### src/pfp_pkg.sv
// constants and types shared by the pwm fault protection block
`default_nettype none
package pfp_pkg;
    localparam int unsigned CLK_MHZ        = 250;
    // overload delay in microseconds
    localparam int unsigned OVERLOAD_DLY_US = 64;
    localparam int unsigned OVERLOAD_DLY_CYC = OVERLOAD_DLY_US * CLK_MHZ;
    // thermistor pin debounce in microseconds
    localparam int unsigned THERM_DEB_US   = 300;
    localparam int unsigned THERM_DEB_CYC  = THERM_DEB_US * CLK_MHZ;
    // delay after gate turn-off before sampling, in nanoseconds
    localparam int unsigned SAMPLE_DLY_NS  = 1000;
    localparam int unsigned SAMPLE_DLY_CYC = (SAMPLE_DLY_NS + 3) / 4;
    // consecutive output overvoltage events before trip
    localparam int unsigned OUT_OV_CONFIRM = 10;
    // undervoltage-lockout off events that release the overload latch
    localparam int unsigned OVERLOAD_UNDERVOLTAGE_LOCKOUT_RELEASE = 3;

    typedef enum logic [2:0] {
        PFP_IDLE,
        PFP_RUN,
        PFP_OVERLOAD_LATCH,
        PFP_LATCHED_OFF
    } pfp_state_t;
endpackage : pfp_pkg
`default_nettype wire

### src/pfp_fault_fsm.sv
// fault protection state machine of the pwm controller
// Notes on behaviour
// - overload held past delay turns gate off
// - overload delay timed by fast internal counter
// - overload latches gate off, counts lockout-off events
// - third lockout-off event releases overload latch
// - supply overvoltage disables gate at once
// - supply overvoltage latch clears only at power-down
// - die overtemperature gates off, auto recovers
// - low thermistor voltage latches gate off
// - thermistor latch clears at power-down under lockout
// - restart needs thermistor voltage above release level
// - current-sense sampled only after turn-off delay
// - sample above threshold flags overvoltage event
// - ten successive events turn transistor off
// - output overvoltage latched until internal reset
// - lockout off at upper, on at lower threshold
// - thermistor indication debounced before acting
`timescale 1ns/1ps
`default_nettype none
module pfp_fault_fsm #(
    parameter int unsigned OVERLOAD_CYC = pfp_pkg::OVERLOAD_DLY_CYC,
    parameter int unsigned THERM_CYC    = pfp_pkg::THERM_DEB_CYC,
    parameter int unsigned CNT_W        = 16
) (
    input  wire logic          clk_in,
    input  wire logic          rst_in,
    input  wire logic          overload_in,
    input  wire logic          supply_ov_in,
    input  wire logic          die_hot_in,
    input  wire logic          therm_trip_in,
    input  wire logic          therm_release_in,
    input  wire logic          cs_ov_level_in,
    input  wire logic          gate_on_in,
    input  wire logic          vcc_above_on_in,
    input  wire logic          vcc_above_off_in,
    input  wire logic          power_down_reset_level_in,
    output logic               gate_enable_out,
    output logic               undervoltage_lockout_out,
    output pfp_pkg::pfp_state_t state_out,
    output logic               overvoltage_guard_out,
    output logic               overload_guard_out,
    output logic               therm_latch_out,
    output logic               out_ov_latch_out
);
    import pfp_pkg::*;

    ////////////////////////////////////////////////////////////////////////
    // two-flop synchronisers for all analog comparator inputs
    localparam int NSYNC = 10;
    logic [NSYNC-1:0] meta_q;
    logic [NSYNC-1:0] sync_q;
    logic [NSYNC-1:0] raw_w;
    assign raw_w = {overload_in, supply_ov_in, die_hot_in, therm_trip_in,
                    therm_release_in, cs_ov_level_in, gate_on_in,
                    vcc_above_on_in, vcc_above_off_in,
                    power_down_reset_level_in};
    always_ff @(posedge clk_in) begin
        if (rst_in) begin
            meta_q <= '0;
            sync_q <= '0;
        end else begin
            meta_q <= raw_w;
            sync_q <= meta_q;
        end
    end
    wire ovl_s     = sync_q[9];
    wire sov_s     = sync_q[8];
    wire hot_s     = sync_q[7];
    wire trip_s    = sync_q[6];
    wire rel_s     = sync_q[5];
    wire csov_s    = sync_q[4];
    wire gate_s    = sync_q[3];
    wire von_s     = sync_q[2];
    wire voff_s    = sync_q[1];
    wire pdr_s     = sync_q[0];

    ////////////////////////////////////////////////////////////////////////
    // undervoltage lockout with hysteresis, off edge as a pulse
    logic undervoltage_lockout_q;
    logic undervoltage_lockout_d;
    logic undervoltage_lockout_off_evt;
    assign undervoltage_lockout_d = von_s ? 1'b0 : (!voff_s ? 1'b1 : undervoltage_lockout_q);
    assign undervoltage_lockout_off_evt = undervoltage_lockout_d && !undervoltage_lockout_q;
    assign undervoltage_lockout_out = undervoltage_lockout_q;

    // main state register, also read by the overload timer below
    pfp_state_t state_q;

    ////////////////////////////////////////////////////////////////////////
    // overload delay timer, cleared when indication drops
    logic ovl_done;
    // held clear outside run, so a count left from idle cannot trip at start
    wire  ovl_hold = (state_q != PFP_RUN);
    pfp_counter #(.WIDTH(CNT_W), .LIMIT(OVERLOAD_CYC)) u_ovl_cnt (
        .clk_in   (clk_in),
        .rst_in   (rst_in),
        .clear_in (!ovl_s || pdr_s || ovl_hold),
        .incr_in  (ovl_s),
        .done_out (ovl_done)
    );

    // thermistor debounce timer
    logic therm_done;
    pfp_counter #(.WIDTH(CNT_W + 2), .LIMIT(THERM_CYC)) u_therm_cnt (
        .clk_in   (clk_in),
        .rst_in   (rst_in),
        .clear_in (!trip_s || pdr_s),
        .incr_in  (trip_s),
        .done_out (therm_done)
    );

    ////////////////////////////////////////////////////////////////////////
    // output overvoltage sampling after gate turn-off
    logic       gate_d1_q;
    logic [7:0] blank_q;
    logic       sampled_q;
    logic [3:0] ov_cnt_q;
    wire gate_fall = gate_d1_q && !gate_s;
    wire blank_end = (blank_q == 8'(1));
    // one sample per switching cycle, only once the ringing has settled
    wire sample_now = blank_end;
    wire ov_event   = sample_now && csov_s;
    wire ov_confirm = ov_event && (ov_cnt_q == 4'(OUT_OV_CONFIRM - 1));
    always_ff @(posedge clk_in) begin
        if (rst_in || pdr_s) begin
            gate_d1_q <= 1'b0;
            blank_q   <= '0;
            sampled_q <= 1'b0;
            ov_cnt_q  <= '0;
        end else begin
            gate_d1_q <= gate_s;
            blank_q   <= gate_fall ? 8'(SAMPLE_DLY_CYC) :
                         (blank_q != 8'(0) ? blank_q - 8'(1) : blank_q);
            sampled_q <= sample_now;
            if (ov_event && ov_cnt_q != 4'(OUT_OV_CONFIRM)) begin
                ov_cnt_q <= ov_cnt_q + 4'(1);
            end else if (sample_now && !csov_s) begin
                ov_cnt_q <= '0;
            end
        end
    end

    ////////////////////////////////////////////////////////////////////////
    // protection latches
    logic sov_q;
    logic therm_q;
    logic outov_q;
    logic [1:0] undervoltage_lockout_cnt_q;
    pfp_state_t state_d;
    // thermistor latch clears only at power-down while in lockout
    wire therm_clear = pdr_s && undervoltage_lockout_q;
    always_ff @(posedge clk_in) begin
        if (rst_in) begin
            undervoltage_lockout_q  <= 1'b1;
            sov_q   <= 1'b0;
            therm_q <= 1'b0;
            outov_q <= 1'b0;
        end else begin
            undervoltage_lockout_q <= undervoltage_lockout_d;
            if (pdr_s) begin
                sov_q   <= 1'b0;
                outov_q <= 1'b0;
            end else begin
                sov_q   <= sov_q | sov_s;
                outov_q <= outov_q | ov_confirm;
            end
            if (therm_clear) begin
                therm_q <= 1'b0;
            end else if (therm_done) begin
                therm_q <= 1'b1;
            end
        end
    end

    ////////////////////////////////////////////////////////////////////////
    // main state machine
    wire latched_any = sov_q || therm_q || outov_q;
    // release level must be met again before leaving idle
    wire start_ok = !undervoltage_lockout_q && !latched_any && rel_s && !trip_s;
    always_comb begin
        state_d = state_q;
        case (state_q)
            PFP_IDLE: begin
                if (start_ok) begin
                    state_d = PFP_RUN;
                end
            end
            PFP_RUN: begin
                if (latched_any || sov_s) begin
                    state_d = PFP_LATCHED_OFF;
                end else if (ovl_done) begin
                    state_d = PFP_OVERLOAD_LATCH;
                end else if (undervoltage_lockout_q) begin
                    state_d = PFP_IDLE;
                end
            end
            PFP_OVERLOAD_LATCH: begin
                if (latched_any) begin
                    state_d = PFP_LATCHED_OFF;
                end else if (undervoltage_lockout_off_evt &&
                    undervoltage_lockout_cnt_q == 2'(OVERLOAD_UNDERVOLTAGE_LOCKOUT_RELEASE - 1)) begin
                    state_d = PFP_IDLE;
                end
            end
            PFP_LATCHED_OFF: begin
                if (!latched_any) begin
                    state_d = PFP_IDLE;
                end
            end
            default: begin
                state_d = PFP_IDLE;
            end
        endcase
    end

    // lockout-off events counted only while overload is latched
    always_ff @(posedge clk_in) begin
        if (rst_in || pdr_s) begin
            state_q    <= PFP_IDLE;
            undervoltage_lockout_cnt_q <= '0;
        end else begin
            state_q <= state_d;
            if (state_q != PFP_OVERLOAD_LATCH) begin
                undervoltage_lockout_cnt_q <= '0;
            end else if (undervoltage_lockout_off_evt) begin
                undervoltage_lockout_cnt_q <= undervoltage_lockout_cnt_q + 2'(1);
            end
        end
    end

    // die overtemperature gates the output without latching
    logic gate_en_q;
    always_ff @(posedge clk_in) begin
        if (rst_in) begin
            gate_en_q <= 1'b0;
        end else begin
            // power-down forces the gate off before the state settles
            gate_en_q <= (state_d == PFP_RUN) && !hot_s && !sov_s
                         && !pdr_s;
        end
    end

    assign gate_enable_out       = gate_en_q;
    assign state_out             = state_q;
    assign overvoltage_guard_out = sov_q;
    assign overload_guard_out    = (state_q == PFP_OVERLOAD_LATCH);
    assign therm_latch_out       = therm_q;
    assign out_ov_latch_out      = outov_q;

    ////////////////////////////////////////////////////////////////////////
    // checks
    overload_trip_a: assert property (@(posedge clk_in) disable iff (rst_in)
        state_q == PFP_RUN && ovl_done && !latched_any && !sov_s && !pdr_s
        |=> state_q == PFP_OVERLOAD_LATCH)
        else $error("overload did not latch");
    overload_gate_a: assert property (@(posedge clk_in) disable iff (rst_in)
        state_q == PFP_OVERLOAD_LATCH |-> !gate_en_q)
        else $error("gate on during overload latch");
    supply_ov_a: assert property (@(posedge clk_in) disable iff (rst_in)
        sov_s |=> !gate_en_q)
        else $error("gate on after supply overvoltage");
    sov_hold_a: assert property (@(posedge clk_in) disable iff (rst_in)
        sov_q && !pdr_s |=> sov_q)
        else $error("supply overvoltage latch dropped");
    die_hot_a: assert property (@(posedge clk_in) disable iff (rst_in)
        hot_s |=> !gate_en_q)
        else $error("gate on while die hot");
    therm_hold_a: assert property (@(posedge clk_in) disable iff (rst_in)
        therm_q && !(pdr_s && undervoltage_lockout_q) |=> therm_q)
        else $error("thermistor latch dropped");
    outov_trip_a: assert property (@(posedge clk_in) disable iff (rst_in)
        ov_confirm && !pdr_s |=> outov_q ##1 !gate_en_q)
        else $error("output overvoltage not latched");
    pdr_clear_a: assert property (@(posedge clk_in) disable iff (rst_in)
        pdr_s |=> state_q == PFP_IDLE && !sov_q && !outov_q
            && !gate_en_q)
        else $error("power-down did not clear");
    latch_gate_a: assert property (@(posedge clk_in) disable iff (rst_in)
        latched_any |=> !gate_en_q)
        else $error("gate on while latched");
    ovl_idle_a: assert property (@(posedge clk_in) disable iff (rst_in)
        state_q != PFP_RUN |=> !ovl_done)
        else $error("overload timer ran outside run");
    ovl_release_a: assert property (@(posedge clk_in) disable iff (rst_in)
        state_q == PFP_OVERLOAD_LATCH && !pdr_s &&
        undervoltage_lockout_cnt_q != 2'(OVERLOAD_UNDERVOLTAGE_LOCKOUT_RELEASE - 1)
        |=> state_q != PFP_IDLE)
        else $error("overload latch released early");
    ov_sample_a: assert property (@(posedge clk_in) disable iff (rst_in)
        ov_cnt_q != $past(ov_cnt_q) && !$past(rst_in) && !$past(pdr_s)
        |-> sampled_q)
        else $error("overvoltage count moved without a sample");
    cover_run_c:   cover property (@(posedge clk_in) state_q == PFP_RUN);
    cover_olp_c:   cover property (@(posedge clk_in)
        state_q == PFP_OVERLOAD_LATCH ##1 state_q == PFP_IDLE);
    cover_outov_c: cover property (@(posedge clk_in) $rose(outov_q));
    cover_therm_c: cover property (@(posedge clk_in) $rose(therm_q));
    cover_sov_c:   cover property (@(posedge clk_in) $rose(sov_q));
endmodule : pfp_fault_fsm
`default_nettype wire

### src/pfp_counter.sv
// saturating event counter with clear and terminal flag
`timescale 1ns/1ps
`default_nettype none
module pfp_counter #(
    parameter int unsigned WIDTH = 16,
    parameter int unsigned LIMIT = 10
) (
    input  wire logic             clk_in,
    input  wire logic             rst_in,
    input  wire logic             clear_in,
    input  wire logic             incr_in,
    output logic                  done_out
);
    logic [WIDTH-1:0] count_q;
    logic [WIDTH-1:0] count_d;
    localparam logic [WIDTH-1:0] LIM = WIDTH'(LIMIT);
    localparam logic [WIDTH-1:0] ONE = WIDTH'(1);

    // saturate at the limit so a long fault never wraps back to zero
    assign count_d = clear_in ? '0 :
                     (incr_in && count_q != LIM) ? count_q + ONE : count_q;
    assign done_out = (count_q == LIM);

    always_ff @(posedge clk_in) begin
        if (rst_in) begin
            count_q <= '0;
        end else begin
            count_q <= count_d;
        end
    end
endmodule : pfp_counter
`default_nettype wire

### config.mk
export PLATFORM = sky130hd
export DESIGN_NAME = pfp_fault_fsm
export DESIGN_NICKNAME = d
export VERILOG_FILES = /design/src/pfp_pkg.sv /design/src/pfp_fault_fsm.sv /design/src/pfp_counter.sv
export SDC_FILE = /design/constraint.sdc
export NUM_CORES = 1
export LEC_CHECK = 0
export CORE_MARGIN = 2
export CORE_UTILIZATION = 35
export DETAILED_ROUTE_END_ITERATION = 8
export DONT_BUFFER_PORTS = 1
export PLACE_DENSITY = 0.5
export SYNTH_ARGS = -nofsm -noshare
export SYNTH_HDL_FRONTEND = slang
export SYNTH_HIERARCHICAL = 1
export SYNTH_SLANG_ARGS = --single-unit
### constraint.sdc
create_clock -name clk_in -period 2.37 [get_ports clk_in]
set_input_delay 0 -clock clk_in [delete_from_list [all_inputs] [get_ports clk_in]]
set_output_delay 0 -clock clk_in [all_outputs]
set_load 0.02 [all_outputs]
# Word level (Yosys, flattened, before mapping)
# Index checks and enable logic that the tools add are counted.
# W data, S select, Z words.
totals:
  regBits: 77
  latchBits: 0
  ramBits: 0
  rom_bits: 0
  output_inout_bits: 9
  n_memories: 0
op_classes:
  add_sub_neg: 5
  multipliers: 0
  div: 0
  order_cmp: 0
  eq_ne: 14
  n_shift: 0
  mux: 14
  bitwise_logic: 2
  reduce_logical: 42
ops:
  columns: ["operator", "count"]
  rows:
  - ["$mux W3", 7]
  - ["$add A18 B1 Y18 const B", 1]
  - ["$eq A18 B17 Y1 const B", 1]
  - ["$ne A18 B17 Y1 const B", 1]
  - ["$add A16 B1 Y16 const B", 1]
  - ["$eq A16 B14 Y1 const B", 1]
  - ["$logic_and A1 B1 Y1", 16]
  - ["$mux W8", 2]
  - ["$ne A16 B14 Y1 const B", 1]
  - ["$pmux W3 S4", 1]
  - ["$reduce_or A2 Y1", 6]
  - ["$logic_not A1 Y1", 9]
  - ["$eq A8 B1 Y1 const B", 1]
  - ["$mux W4", 2]
  - ["$reduce_bool A8 Y1", 1]
  - ["$sub A8 B1 Y8 const B", 1]
  - ["$logic_or A1 B1 Y1", 7]
  - ["$eq A3 B1 Y1 const B", 2]
  - ["$eq A3 B2 Y1 const B", 2]
  - ["$add A4 B1 Y4 const B", 1]
  - ["$eq A4 B4 Y1 const B", 1]
  - ["$ne A4 B4 Y1 const B", 1]
  - ["$reduce_bool A2 Y1", 2]
  - ["$logic_not A3 Y1", 1]
  - ["other kinds (6)", 8]

# Logic depth before layout (Yosys ltp)
logic_depth:
  depth_word: 12
  ltp_mapped: 8

# Cells and area by module
# Netlist, hierarchy kept.
modules_own_cells:
  columns: ["module", "n_inst", "cells_each", "area_each_um2", "seq_area_each_um2"]
  rows:
  - ["pfp_fault_fsm", 1, 173, 1715.4, 860.8]
  - ["pfp_counter (u_therm_cnt)", 1, 114, 950.9, 360.3]
  - ["pfp_counter (u_ovl_cnt)", 1, 87, 782.0, 320.3]

# Least setup slack after synthesis
# Ideal clock, no wire load.
synth_timing:
  path_kind: "register to register"
  start: "register state_q[0], in the netlist state_out[0]"
  end: "register u_ovl_cnt.count_q[0]"
  setup_ps: 65
  arrival_ps: 1934
  required_ps: 2305
  path_slack_ps: 370
  path_stages_with_launch: 7
  path_buffers: 2
  cell_sequence: "dfxtp_1 > nand2b_1 > or4b_2 > or2_2 > clkbuf_1 > clkbuf_1 > nor2_1"
synth_via:
  elab_chain_len: 3
synth_rtl:
  columns: ["element", "line_no", "text"]
  rows:
  - ["from (decl)", "pfp_fault_fsm.sv:88", "pfp_state_t state_q;"]
  - ["from (signal assigned)", "pfp_fault_fsm.sv:223", "state_q <= state_d;"]
  - ["$ne A3 B1 Y1", "pfp_fault_fsm.sv:94", "wire ovl_hold = (state_q != PFP_RUN);"]
  - ["$logic_or A1 B1 Y1", "pfp_fault_fsm.sv:98", ".clear_in (!ovl_s || pdr_s || ovl_hold),"]
  - ["$reduce_or A2 Y1 (no source line)", null, null]
  - ["to (signal assigned)", "pfp_counter.sv:28", "count_q <= count_d;"]
  - ["to (decl)", "pfp_counter.sv:14", "logic [WIDTH-1:0] count_q;"]
# Every way passes these cells.
# A chain may end at the register's enable or synchronous reset.

# Worst setup path after layout
layout_timing:
  start: "register u_ovl_cnt.count_q[0]"
  end: "register gate_en_q, in the netlist gate_enable_out"
layout_via:
  elab_chain_len: 8
layout_rtl:
  columns: ["element", "line_no", "text"]
  rows:
  - ["$eq A16 B14 Y1", "pfp_counter.sv:22", "assign done_out = (count_q == LIM);"]
  - ["via ovl_done", "pfp_fault_fsm.sv:92", "logic ovl_done;"]
  - ["$mux W3", "pfp_fault_fsm.sv:192", "end else if (ovl_done) begin"]
  - ["$mux W3", "pfp_fault_fsm.sv:190", "if (latched_any || sov_s) begin"]
  - ["$pmux W3 S4", "pfp_fault_fsm.sv:183", "case (state_q)"]
  - ["$eq A3 B1 Y1", "pfp_fault_fsm.sv:239", "gate_en_q <= (state_d == PFP_RUN) && !hot_s && !sov_s"]
  - ["$logic_and A1 B1 Y1 (2 in series)", "pfp_fault_fsm.sv:239", null]
  - ["$logic_and A1 B1 Y1", "pfp_fault_fsm.sv:240", "&& !pdr_s;"]
  - ["to (signal assigned)", "pfp_fault_fsm.sv:239", null]
  - ["to (decl)", "pfp_fault_fsm.sv:233", "logic gate_en_q;"]
# The timed path passes the listed nets, and every way through them passes these cells.

==> reports/results.txt <==
Slew Limit Fails -> 0
share of cells above drive strength 1 -> 10.2%
# clock sinks -> 77
final setup TNS -> 0 ns
part of the cycle the worst path needs -> 86.7%
post-synthesis sequential area ratio -> 44.7%
worst-margin pin slew -> 0.854 ns
via count -> 2603
clock buffers created by TritonCTS -> 9
Max Root-Sink Buffers -> 2
FILL cells -> 973
Starting Density -> 35.6%
max incr delay on CP -> 0.47 ns
DRT iter0 DRCs -> 78
Clock Latency Late Sink -> 0.35 ns
Net Sw Power -> 905 uW
die area -> 10700 sq um
cells along the critical path -> inv_1 -> ha_1 -> or3b_2 -> nor4_2 -> a21oi_1 -> o21bai_1 -> a2111oi_2 -> and3_1
Post-Syn Area per Cell -> 9.22 sq um
synth warn -> 6
RePlAce Congestion -> 0.773
Seq pwr share -> 50.0%
clock root buffer -> clkbuf_8
Worst-path clk slew -> 0.09 ns
I/O Buffers -> 0
drt wl/cell -> 12.9 um
CTS tree -> done
Routed WL -> 6750 um
Worst Hold Class -> input pin to flop
headroom to the max-slew limit -> 42.9%
final hold violation count -> 0
# diodes -> 0
H-tree levels -> 3
Critical Path Fanout Max -> 4
max-cap viol count -> 0
drt pass-1 iters -> 4
most common cell after layout, fill and taps aside -> dfxtp_1
CP required -> 2.63 ns
switching share of power -> 30.7%
clock network fraction of total power -> 31.5%
Internal -> 2050 uW
I/O Pins -> 21
Comb power frac -> 18.5%
power density of the placed cells -> 761 nW/um^2
DP Wirelength -> 4580 um
nets@finish -> 410
initial antenna violation count -> 0
RSZ-0062 raised after global routing -> no
Power, Total -> 2950 uW
buffers plus inverters on the worst setup path -> 1
Die W -> 103 um
Max Clock Skew -> 0.0141 ns
Top FF cell, synth -> dfxtp_1
pin count of the biggest net entering global routing -> 26
setup violators final -> 0
area grow syn2layout -> 12.5%
VDD IR-drop max -> 0.290 mV
Die Ht -> 103 um
grt total ovfl -> 0
Startpoint Class -> flop
number of global-route vias before repair -> 2469
critical path endpoint category -> flop
register bit count reported by yosys -> 77
DRC -> 0
Layout Utilization -> 40.1%
crit path DAT -> 2.31 ns
library cells used by synthesis -> 56
vias per inst -> 4.96
Total GRT Usage -> 14.4%
mapped cell area -> 3450 sq um
most frequent cells in the layout -> dfxtp_1 (77), nor2_1 (35), nand2_1 (25)
post-synthesis instance total -> 374
leakage -> 0.00130 uW
EDFF count, synth -> 0
total core area -> 9680 sq um
cell family contributing the most delay on the critical path -> simple AND/OR/NAND/NOR gates
WS Path Type -> flop to flop
Cell Rows -> 36
first-pass GRT wire length -> 12000 um
crit path max-delay cell type -> or3b_2
clock period minus final worst setup slack -> 2.05 ns
asr flop ratio synth -> 0%
final antenna-violating net count -> 0
Net Count, Synth -> 397
max frequency -> 0.487 GHz
hold slack -> 0.0104 ns
status -> finished clean
## state kept, by name, indices dropped and copies added, names as in the netlist
name,count
out_ov_latch_out,1
sync_q,10
meta_q,10
blank_q,8
u_ovl_cnt/count_q,16
u_therm_cnt/count_q,18
state_out,3
overvoltage_guard_out,1
gate_enable_out,1
gate_d1_q,1
undervoltage_lockout_out,1
therm_latch_out,1
undervoltage_lockout_cnt_q,2
ov_cnt_q,4
## metal layers
metal  vias up  part of all wire, %  wire (um)  track usage [%]
met1      1223                   51       3420             19.3
met5         -                    0          0                0
met4         0                  1.5        102             4.86
li1       1341                    -          -                -
met2        31                   45       3030             22.4
met3         8                  2.9        193             3.90
## worst paths after layout
check,startpoint,endpoint,slack [ns],cells after the start
hold / removal,rst_in,u_therm_cnt/count_q[17]$_SDFFE_PP0P_,0.01,2
setup reg to reg,u_ovl_cnt/count_q[0]$_SDFFE_PP0P_,gate_enable_out$_SDFF_PP0_,0.32,8
hold reg to reg,meta_q[9]$_SDFF_PP0_,sync_q[9]$_SDFF_PP0_,0.44,1
setup / recovery,u_ovl_cnt/count_q[0]$_SDFFE_PP0P_,gate_enable_out$_SDFF_PP0_,0.32,8
## final cells by class
class	count	area, sq um	share of cell area (%)
clock buffers	9	124	3.19
repair buffers	14	133	3.42
well taps	133	166	4.29
clock inverters	7	55.1	1.42
multi-input cells	269	1800	46.4
flip-flops and latches	77	1540	39.7
inverters	16	60.1	1.55
## stage by stage
stage	setup WS [ns]	std cells	instance area, sq um
2_1_floorplan	0.370	374	3450
3_3_place_gp	0.311	498	3580
3_5_place_dp	0.206	498	3580
4_1_cts	0.185	525	3870
5_1_grt	0.174	525	3880
6_report	0.316	525	3880
## cells in the mapped netlist (all sizes together) (7+ instances only)
cell type,number,area (sq um)
dfxtp,77,1540
o21ai,7,35.0
nand2,26,100
nor2b,24,150
xnor2,12,105
nand4,15,115
nor2,35,131
and3,8,51.3
xor2,13,114
inv,16,60.1
ha,11,138
nor3,10,66.3
nor4,7,43.8
a21oi,15,75.1
or3,7,45.1
clkbuf,10,37.5
nand3,14,70.1
## cells by family (layout without fill, tap and decap cells)
family | count (synthesis) | count (layout) | share of synthesized area, %
mux | 7 | 7 | 2.18
xor+xnor | 25 | 25 | 6.35
simple gates | 178 | 178 | 30.3
other cells | 1 | 1 | 0.109
flops | 77 | 77 | 44.7
fa+ha+maj | 11 | 11 | 3.99
buf+inv | 28 | 46 | 3.30
compound gates | 47 | 47 | 9.03
## what timing repair did
item / CTS / global route
endpoints found under the hold margin: 34 / 0
resized for setup: 0 / 1
setup buffers: 0 / 0
endpoints found under the setup margin: 0 / 1
hold buffers: 11 / 0
## power by group through the flow
| stage | sequential (uW) | clock [uW] | combinational (uW) |
|---|---|---|---|
| final | 1480 | 930 | 547 |
| after global routing | 1490 | 1030 | 622 |
| after CTS | 1470 | 966 | 550 |
| after detailed placement | 1500 | 0 | 522 |
| after global placement | 1500 | 0 | 519 |
| after floorplan | 1480 | 0 | 452 |
(Power assumes the default switching activity.)
